==> config.mk <==
export PLATFORM = sky130hd
export DESIGN_NAME = txs_channel
export DESIGN_NICKNAME = d
export VERILOG_FILES = /design/src/shared/txs_pkg.sv /design/src/verilog/txs_apb_slave.sv /design/src/verilog/txs_channel.sv
export SDC_FILE = /design/constraint.sdc
export NUM_CORES = 1
export LEC_CHECK = 0
export BUFFER_PORTS_ARGS = -buffer_cell sky130_fd_sc_hd__buf_2
export CAP_MARGIN = 5
export CORE_MARGIN = 4
export CORE_UTILIZATION = 46
export DETAILED_ROUTE_END_ITERATION = 8
export GPL_TIMING_DRIVEN = 0
export PLACE_DENSITY = 0.72
export SETUP_SLACK_MARGIN = 0.15
export SYNTH_ARGS = -nofsm -noshare
export SYNTH_HDL_FRONTEND = slang
export SYNTH_SLANG_ARGS = --single-unit
==> constraint.sdc <==
create_clock -name CLK_IN -period 6.9 [get_ports CLK_IN]
set_input_delay 0.345 -clock CLK_IN [delete_from_list [all_inputs] [get_ports CLK_IN]]
set_output_delay 0.345 -clock CLK_IN [all_outputs]
set_load 0.05 [all_outputs]
==> src/shared/txs_pkg.sv <==
// txs_pkg: register map, field layout and reset values of the transmit channel state
// assumes: 32-bit apb, word aligned registers
`default_nettype none
package txs_pkg;
   // ***************************
   // register offsets
   // ***************************
   localparam logic [11:0] OFS_WORD0 = 12'h000;
   localparam logic [11:0] OFS_WORD1 = 12'h004;
   localparam logic [11:0] OFS_DESC = 12'h008;
   localparam logic [11:0] OFS_BUFADDR = 12'h00C;
   localparam logic [11:0] OFS_FLAGLEN = 12'h010;
   localparam logic [11:0] OFS_PKTLEN = 12'h014;
   // ***************************
   // field positions
   // ***************************
   localparam int IN_PACKET_BIT = 0;
   localparam int CUT_BIT = 1;
   localparam int PTR_LSB = 2;
   localparam int TAG_LSB = 24;
   localparam int LAST_BIT = 17;
   localparam int FIRST_BIT = 16;
   localparam int REM_LSB = 16;
   // ***************************
   // reset values, beat size and state encoding
   // ***************************
   localparam logic [31:0] RESET_WORD = 32'h0000_0000;
   localparam logic [15:0] RESET_HALF = 16'h0000;
   localparam logic [7:0] RESET_BYTE = 8'h00;
   localparam logic [29:0] RESET_PTR = 30'h0000_0000;
   localparam logic [3:0] BYTES_PER_BEAT = 4'h4;
   typedef enum logic [2:0] {
      ST_IDLE = 3'b001,
      ST_SEND = 3'b010,
      ST_NEXT = 3'b100
   } txs_state_t;
endpackage : txs_pkg
`default_nettype wire

==> src/verilog/txs_apb_slave.sv <==
// txs_apb_slave: apb handshake, zero wait states, error on unmapped offsets
// assumes: single clock, synchronous active high reset
`default_nettype none
module txs_apb_slave (
   // clock and reset
   input wire logic clk_in,
   input wire logic rst_in,
   // apb
   input wire logic psel_in,
   input wire logic penable_in,
   input wire logic mapped_in,
   output logic pready_out,
   output logic pslverr_out,
   output logic wr_strobe_out
);
   import txs_pkg::*;
   wire access = psel_in & ~penable_in;
   // ready every access phase, answered one cycle after setup
   assign pready_out = 1'b1;
   assign wr_strobe_out = 1'b0;
   always_ff @(posedge clk_in) begin
      if (rst_in) begin
         pslverr_out <= 1'b0;
      end else begin
         pslverr_out <= access & ~mapped_in;
      end
   end
endmodule : txs_apb_slave
`default_nettype wire

==> src/verilog/txs_channel.sv <==
// txs_channel: transmit dma channel state words with apb access and data stepping
// assumes: engine side gives one-cycle load and beat strobes on CLK_IN, truncation is worked out inside
//
// The APB interface to the registers and the register offsets were chosen for this implementation.
`default_nettype none
//
// Operation
// - keep 30-bit current descriptor word pointer
// - flag truncation inside non-last buffer
// - hold 32-bit current buffer byte address
// - carry 8-bit tag from first descriptor
// - bit 17 marks last buffer
// - bit 16 marks first buffer
// - low 16 bits count bytes left
// - upper 16 bits count bytes before truncation
// - load packet length from first descriptor
// - give stored length to trailer builder
// - in-packet flag in words zero and one
module txs_channel (
   // clock and reset
   input wire logic CLK_IN,
   input wire logic RST_IN,
   // apb slave
   input wire logic PSEL_IN,
   input wire logic PENABLE_IN,
   input wire logic PWRITE_IN,
   input wire logic [11:0] PADDR_IN,
   input wire logic [31:0] PWDATA_IN,
   output logic [31:0] PRDATA_OUT,
   output logic PREADY_OUT,
   output logic PSLVERR_OUT,
   // descriptor load from the engine
   input wire logic DESC_LOAD_IN,
   input wire logic [29:0] DESC_PTR_IN,
   input wire logic [31:0] DESC_BUF_ADDR_IN,
   input wire logic [15:0] DESC_BUF_LEN_IN,
   input wire logic DESC_FIRST_IN,
   input wire logic DESC_LAST_IN,
   input wire logic [7:0] DESC_TAG_IN,
   input wire logic [15:0] DESC_PKT_LEN_IN,
   // data movement
   input wire logic BEAT_IN,
   input wire logic [2:0] BEAT_BYTES_IN,
   // status to the engine
   output logic BUFFER_DONE_OUT,
   output logic PACKET_DONE_OUT,
   output logic [15:0] TRAILER_LENGTH_OUT,
   output logic [7:0] TAG_OUT,
   output logic IN_PACKET_OUT
);
   import txs_pkg::*;
   // ***************************
   // state
   // ***************************
   logic [29:0] active_descriptor_pointer;
   logic cut_inside_middle_buffer;
   logic [31:0] active_buffer_byte_address;
   logic [7:0] packet_tag_byte;
   logic active_buffer_is_last;
   logic active_buffer_is_first;
   logic [15:0] active_buffer_bytes_left;
   logic [15:0] bytes_before_truncation;
   logic [15:0] packet_length;
   logic in_packet;
   txs_state_t state;
   txs_state_t next_state;
   // ***************************
   // bus decode
   // ***************************
   wire setup = PSEL_IN & ~PENABLE_IN;
   wire wr_access = PSEL_IN & PENABLE_IN & PWRITE_IN;
   wire hit_w0 = PADDR_IN == OFS_WORD0;
   wire hit_w1 = PADDR_IN == OFS_WORD1;
   wire hit_desc = PADDR_IN == OFS_DESC;
   wire hit_buf = PADDR_IN == OFS_BUFADDR;
   wire hit_flag = PADDR_IN == OFS_FLAGLEN;
   wire hit_len = PADDR_IN == OFS_PKTLEN;
   wire mapped = hit_w0 | hit_w1 | hit_desc | hit_buf | hit_flag | hit_len;
   wire wr_inpkt = wr_access & (hit_w0 | hit_w1);
   wire wr_desc = wr_access & hit_desc;
   wire wr_buf = wr_access & hit_buf;
   wire wr_flag = wr_access & hit_flag;
   wire wr_len = wr_access & hit_len;
   // reserved bits are simply not stored, so they read zero
   wire [31:0] word_inpkt = {31'h0000_0000, in_packet};
   wire [31:0] word_desc = {active_descriptor_pointer, cut_inside_middle_buffer, 1'b0};
   wire [31:0] word_flag = {packet_tag_byte, 6'h00, active_buffer_is_last,
      active_buffer_is_first, active_buffer_bytes_left};
   wire [31:0] word_len = {bytes_before_truncation, packet_length};
   wire [31:0] rd_mux = (hit_w0 | hit_w1) ? word_inpkt :
      hit_desc ? word_desc :
      hit_buf ? active_buffer_byte_address :
      hit_flag ? word_flag :
      hit_len ? word_len : RESET_WORD;
   logic bus_ready;
   txs_apb_slave u_apb (
      .clk_in(CLK_IN),
      .rst_in(RST_IN),
      .psel_in(PSEL_IN),
      .penable_in(PENABLE_IN),
      .mapped_in(mapped),
      .pready_out(bus_ready),
      .pslverr_out(PSLVERR_OUT),
      .wr_strobe_out()
   );
   always_ff @(posedge CLK_IN) begin
      if (RST_IN) begin
         PRDATA_OUT <= RESET_WORD;
         PREADY_OUT <= 1'b0;
      end else begin
         PRDATA_OUT <= setup ? rd_mux : PRDATA_OUT;
         PREADY_OUT <= setup & bus_ready;
      end
   end
   // ***************************
   // data stepping
   // ***************************
   function automatic logic [15:0] sat_sub(input logic [15:0] a, input logic [15:0] b);
      sat_sub = (a > b) ? a - b : 16'h0000;
   endfunction : sat_sub
   wire [15:0] beat_n = {13'h0000, BEAT_BYTES_IN};
   wire beat = BEAT_IN & (state == ST_SEND);
   wire [15:0] next_left = sat_sub(active_buffer_bytes_left, beat_n);
   wire [15:0] next_rem = sat_sub(bytes_before_truncation, beat_n);
   // truncation: allowance spent while buffer still holds bytes
   wire cut_now = beat & (next_rem == 16'h0000) & (next_left != 16'h0000);
   wire buf_end = beat & ((next_left == 16'h0000) | (next_rem == 16'h0000));
   wire pkt_end = buf_end & (active_buffer_is_last | (next_rem == 16'h0000));
   always_comb begin
      next_state = state;
      case (state)
         ST_IDLE: next_state = DESC_LOAD_IN ? ST_SEND : ST_IDLE;
         ST_SEND: next_state = pkt_end ? ST_IDLE : (buf_end ? ST_NEXT : ST_SEND);
         ST_NEXT: next_state = DESC_LOAD_IN ? ST_SEND : ST_NEXT;
         default: next_state = ST_IDLE;
      endcase
   end
   always_ff @(posedge CLK_IN) begin
      if (RST_IN) begin
         state <= ST_IDLE;
         active_descriptor_pointer <= RESET_PTR;
         active_buffer_byte_address <= RESET_WORD;
         active_buffer_is_first <= 1'b0;
         active_buffer_is_last <= 1'b0;
         active_buffer_bytes_left <= RESET_HALF;
         packet_tag_byte <= RESET_BYTE;
         packet_length <= RESET_HALF;
         bytes_before_truncation <= RESET_HALF;
         cut_inside_middle_buffer <= 1'b0;
         in_packet <= 1'b0;
      end else begin
         state <= next_state;
         if (DESC_LOAD_IN) begin
            active_descriptor_pointer <= DESC_PTR_IN;
            active_buffer_byte_address <= DESC_BUF_ADDR_IN;
            active_buffer_bytes_left <= DESC_BUF_LEN_IN;
            active_buffer_is_first <= DESC_FIRST_IN;
            active_buffer_is_last <= DESC_LAST_IN;
         end else if (beat) begin
            active_buffer_byte_address <= active_buffer_byte_address + 32'(beat_n);
            active_buffer_bytes_left <= next_left;
         end else begin
            if (wr_desc) active_descriptor_pointer <= PWDATA_IN[31:PTR_LSB];
            if (wr_buf) active_buffer_byte_address <= PWDATA_IN;
            if (wr_flag) active_buffer_bytes_left <= PWDATA_IN[15:0];
            if (wr_flag) active_buffer_is_first <= PWDATA_IN[FIRST_BIT];
            if (wr_flag) active_buffer_is_last <= PWDATA_IN[LAST_BIT];
         end
         // first descriptor of a packet carries tag and length
         if (DESC_LOAD_IN & DESC_FIRST_IN) begin
            packet_tag_byte <= DESC_TAG_IN;
            packet_length <= DESC_PKT_LEN_IN;
            bytes_before_truncation <= DESC_PKT_LEN_IN;
            cut_inside_middle_buffer <= 1'b0;
         end else if (beat) begin
            bytes_before_truncation <= next_rem;
            cut_inside_middle_buffer <= cut_inside_middle_buffer
               | (cut_now & ~active_buffer_is_last);
         end else begin
            if (wr_flag) packet_tag_byte <= PWDATA_IN[31:TAG_LSB];
            if (wr_len) packet_length <= PWDATA_IN[15:0];
            if (wr_len) bytes_before_truncation <= PWDATA_IN[31:REM_LSB];
            if (wr_desc) cut_inside_middle_buffer <= PWDATA_IN[CUT_BIT];
         end
         // hardware set wins over a software write
         if (DESC_LOAD_IN & DESC_FIRST_IN) in_packet <= 1'b1;
         else if (pkt_end) in_packet <= 1'b0;
         else if (wr_inpkt) in_packet <= PWDATA_IN[IN_PACKET_BIT];
      end
   end
   // ***************************
   // engine outputs
   // ***************************
   always_ff @(posedge CLK_IN) begin
      if (RST_IN) begin
         BUFFER_DONE_OUT <= 1'b0;
         PACKET_DONE_OUT <= 1'b0;
         TRAILER_LENGTH_OUT <= RESET_HALF;
         TAG_OUT <= RESET_BYTE;
         IN_PACKET_OUT <= 1'b0;
      end else begin
         BUFFER_DONE_OUT <= buf_end;
         PACKET_DONE_OUT <= pkt_end;
         TRAILER_LENGTH_OUT <= packet_length;
         TAG_OUT <= packet_tag_byte;
         IN_PACKET_OUT <= in_packet;
      end
   end
endmodule : txs_channel
`default_nettype wire

==> metrics.txt <==
Final Max Slew Viols 0; WL/cell 26.4 um; clk slew on worst S/H paths 80 ps; fraction of layout cells with a size suffix above 1 0.202; hold_sp DESC_PTR_IN[6]; Async S/R FF share, synth 0; final WL 47.7 mm; critical path data required time 7290 ps; Root Driver clkbuf_16; pin count of the biggest net entering global routing 22; Synth Cell Area 10,100 um2; first-pass GRT wire length between 60 and 70 mm; busiest grt layer met2; Clock Skew approximately 13 ps; Seq/Total Area, Yosys 0.367; Fin. Hold Viols 0; # DRC 0; via/cell ratio 6.35; GR Util met2 0.539; crit path DAT 3810 ps; number of synthesized flops with an enable pin 0; Bufs on Longest Clock Path 2; Worst Path Max Fanout 10; Max Clock Freq around 290 MHz; Avg Cell Area, Syn 7.95 um2; Mapped Cells around 1,300; Clock Sinks 186; Overflow after GRT 0; RSZ-0062 raised after global routing no; worst skew pair latency between 400 and 500 ps; Yosys reg bits around 190; post-synth cell types 73; I/O Buffers 217; Placeable Area around 22,000 um2; vias in the first global route roughly 10,000; status complete, no violations; cell taking the most area after synthesis dfxtp_1; CTS tree done; Detailed Place HPWL between 30 and 40 mm; setup TNS 0 ps; crit path launch bytes_before_truncation[0]; crit path kind flop to flop; peak supply drop 0.163 mV; CTS H-tree lvls 4; Tmin final 3420 ps; # IOs around 220; Die H 157 um; ANT cells 0; worst reg2reg path startpoint bytes_before_truncation[0]; final period utilization 0.496; Area Growth Syn to Fin 20.5%; met3 usage 0.114; initial antenna violation count 0; # hold bufs at CTS 0; Placer Congestion 1.03; Syn Nets 1,447; Iter 0 DRT Violations 1,805; total of max-cap violations 0; Synth area leaders dfxtp_1 37%, nand2_1 7.3%, a21oi_1 6.7%; Initial Util 0.466; post-CTS sizing 0; GRT Overall Usage 0.379; Yosys top cell area share 0.367; GR Layer Usage met1 0.538; layout net count 1,683; Worst Setup End Kind flop; Die Width 157 um; worst slew pin tran approximately 1000 ps; drt pass-1 iters 7; PwrDens 227 nW/um2; ys flop type dfxtp_1; CTS Buf Count 17; num rows 54; die area 24,500 um2; Hold Path Class input port to flop; Leakage 0.00511 uW; Finish-stage setup viols 0; routed via count 11,500; post-route ant nets 0; post-CTS setup buffers 0; slew margin rel. 0.307; Total Power between 2000 and 3000 uW; startpoint types flop; yosys warns 0
==> critical path, cell delays in order (launching register included) <==
cell and delay (ps):
dfxtp_1 370, inv_1 60, ha_1 200, fa_1 420
nor2b_1 310, o21ai_0 240, a31oi_1 650, clkbuf_1 500
nand2_1 150, a311oi_1 300, a21oi_1 60, nor2_1 100
==> stage by stage <==
stage	hold WS [ps]	cell area, um2	util	instances	worst slack (ps)
detailed placement	434	11600	0.533	1774	3420
global route	135	12200	0.562	1806	3210
global placement	431	11600	0.532	1774	3400
finish	128	12200	0.562	1806	3480
floorplan	429	10100	-	1277	4270
CTS	124	12200	0.562	1806	3560
==> cells in the mapped netlist (15+ instances only) <==
master,instances
nand2_1,198
dfxtp_1,186
a21oi_1,136
nor2_1,103
clkbuf_1,88
o21ai_0,49
a211oi_1,35
nor3_1,34
a222oi_1,31
a21o_1,30
mux2_2,28
nor2b_1,28
a311oi_1,26
nand3_1,24
inv_1,21
o211ai_1,17
xor2_1,17
xnor2_1,15
==> placed cells by master, fill, tap and decap left out, types with 21 or more instances in the layout <==
cell and n:
a211oi_1 34, a21o_1 30, a21oi_1 136, a222oi_1 31, a311oi_1 26, buf_2 223, clkbuf_1 88, dfxtp_1 186
inv_1 21, mux2_2 28, nand2_1 198, nand3_1 24, nor2_1 103, nor2b_1 28, nor3_1 34, o21ai_0 49
==> cell families after synthesis <==
family / count (synthesis) / synth area share
AND/OR/NAND/NOR: 477 / 0.221
flip-flops: 186 / 0.367
adder cells (fa/ha/maj): 12 / 0.0170
AO/OA/AOI/OAI: 398 / 0.267
buffers and inverters: 129 / 0.0542
XOR/XNOR: 32 / 0.0276
multiplexers: 43 / 0.0464
==> metal layers <==
layer / part of all wire / up-vias
met3: 0.14 / 110
met5: 0 / -
met2: 0.41 / 818
li1: - / 5158
met1: 0.41 / 5379
met4: 0.040 / 0
==> report_power, final <==
part           internal (uW)  total [uW]  switching (uW)
Sequential              1130        1190            62.9
Clock                    534        1070             539
Combinational            178         510             332
Total                   1840        2770             933
==> flip-flops by register name, indices dropped and copies added, names as in the netlist, 16 cells and up <==
name                        count
PRDATA_OUT                     32
active_buffer_byte_address     32
TRAILER_LENGTH_OUT             16
active_buffer_bytes_left       16
bytes_before_truncation        16
active_descriptor_pointer      30
packet_length                  16
==> final timing paths <==
kind                             endpoint  slack [ps]  cells after the start
max reg2reg   bytes_before_truncation[12]        3480                     11
min          active_descriptor_pointer[6]         130                      3
min reg2reg                 PRDATA_OUT[9]         450                      1
max           bytes_before_truncation[12]        3480                     11
==> final cells by class <==
class / count / area [um2]
Fill cell: 2108 / 9530
Multi-Input combinational cell: 962 / 5880
Sequential cell: 186 / 3720
Timing Repair Buffer: 217 / 1090
Buffer: 108 / 472
Clock buffer: 17 / 425
Tap cell: 280 / 350
Clock inverter: 15 / 210
Inverter: 21 / 78.8
(Power assumes the default switching activity.)
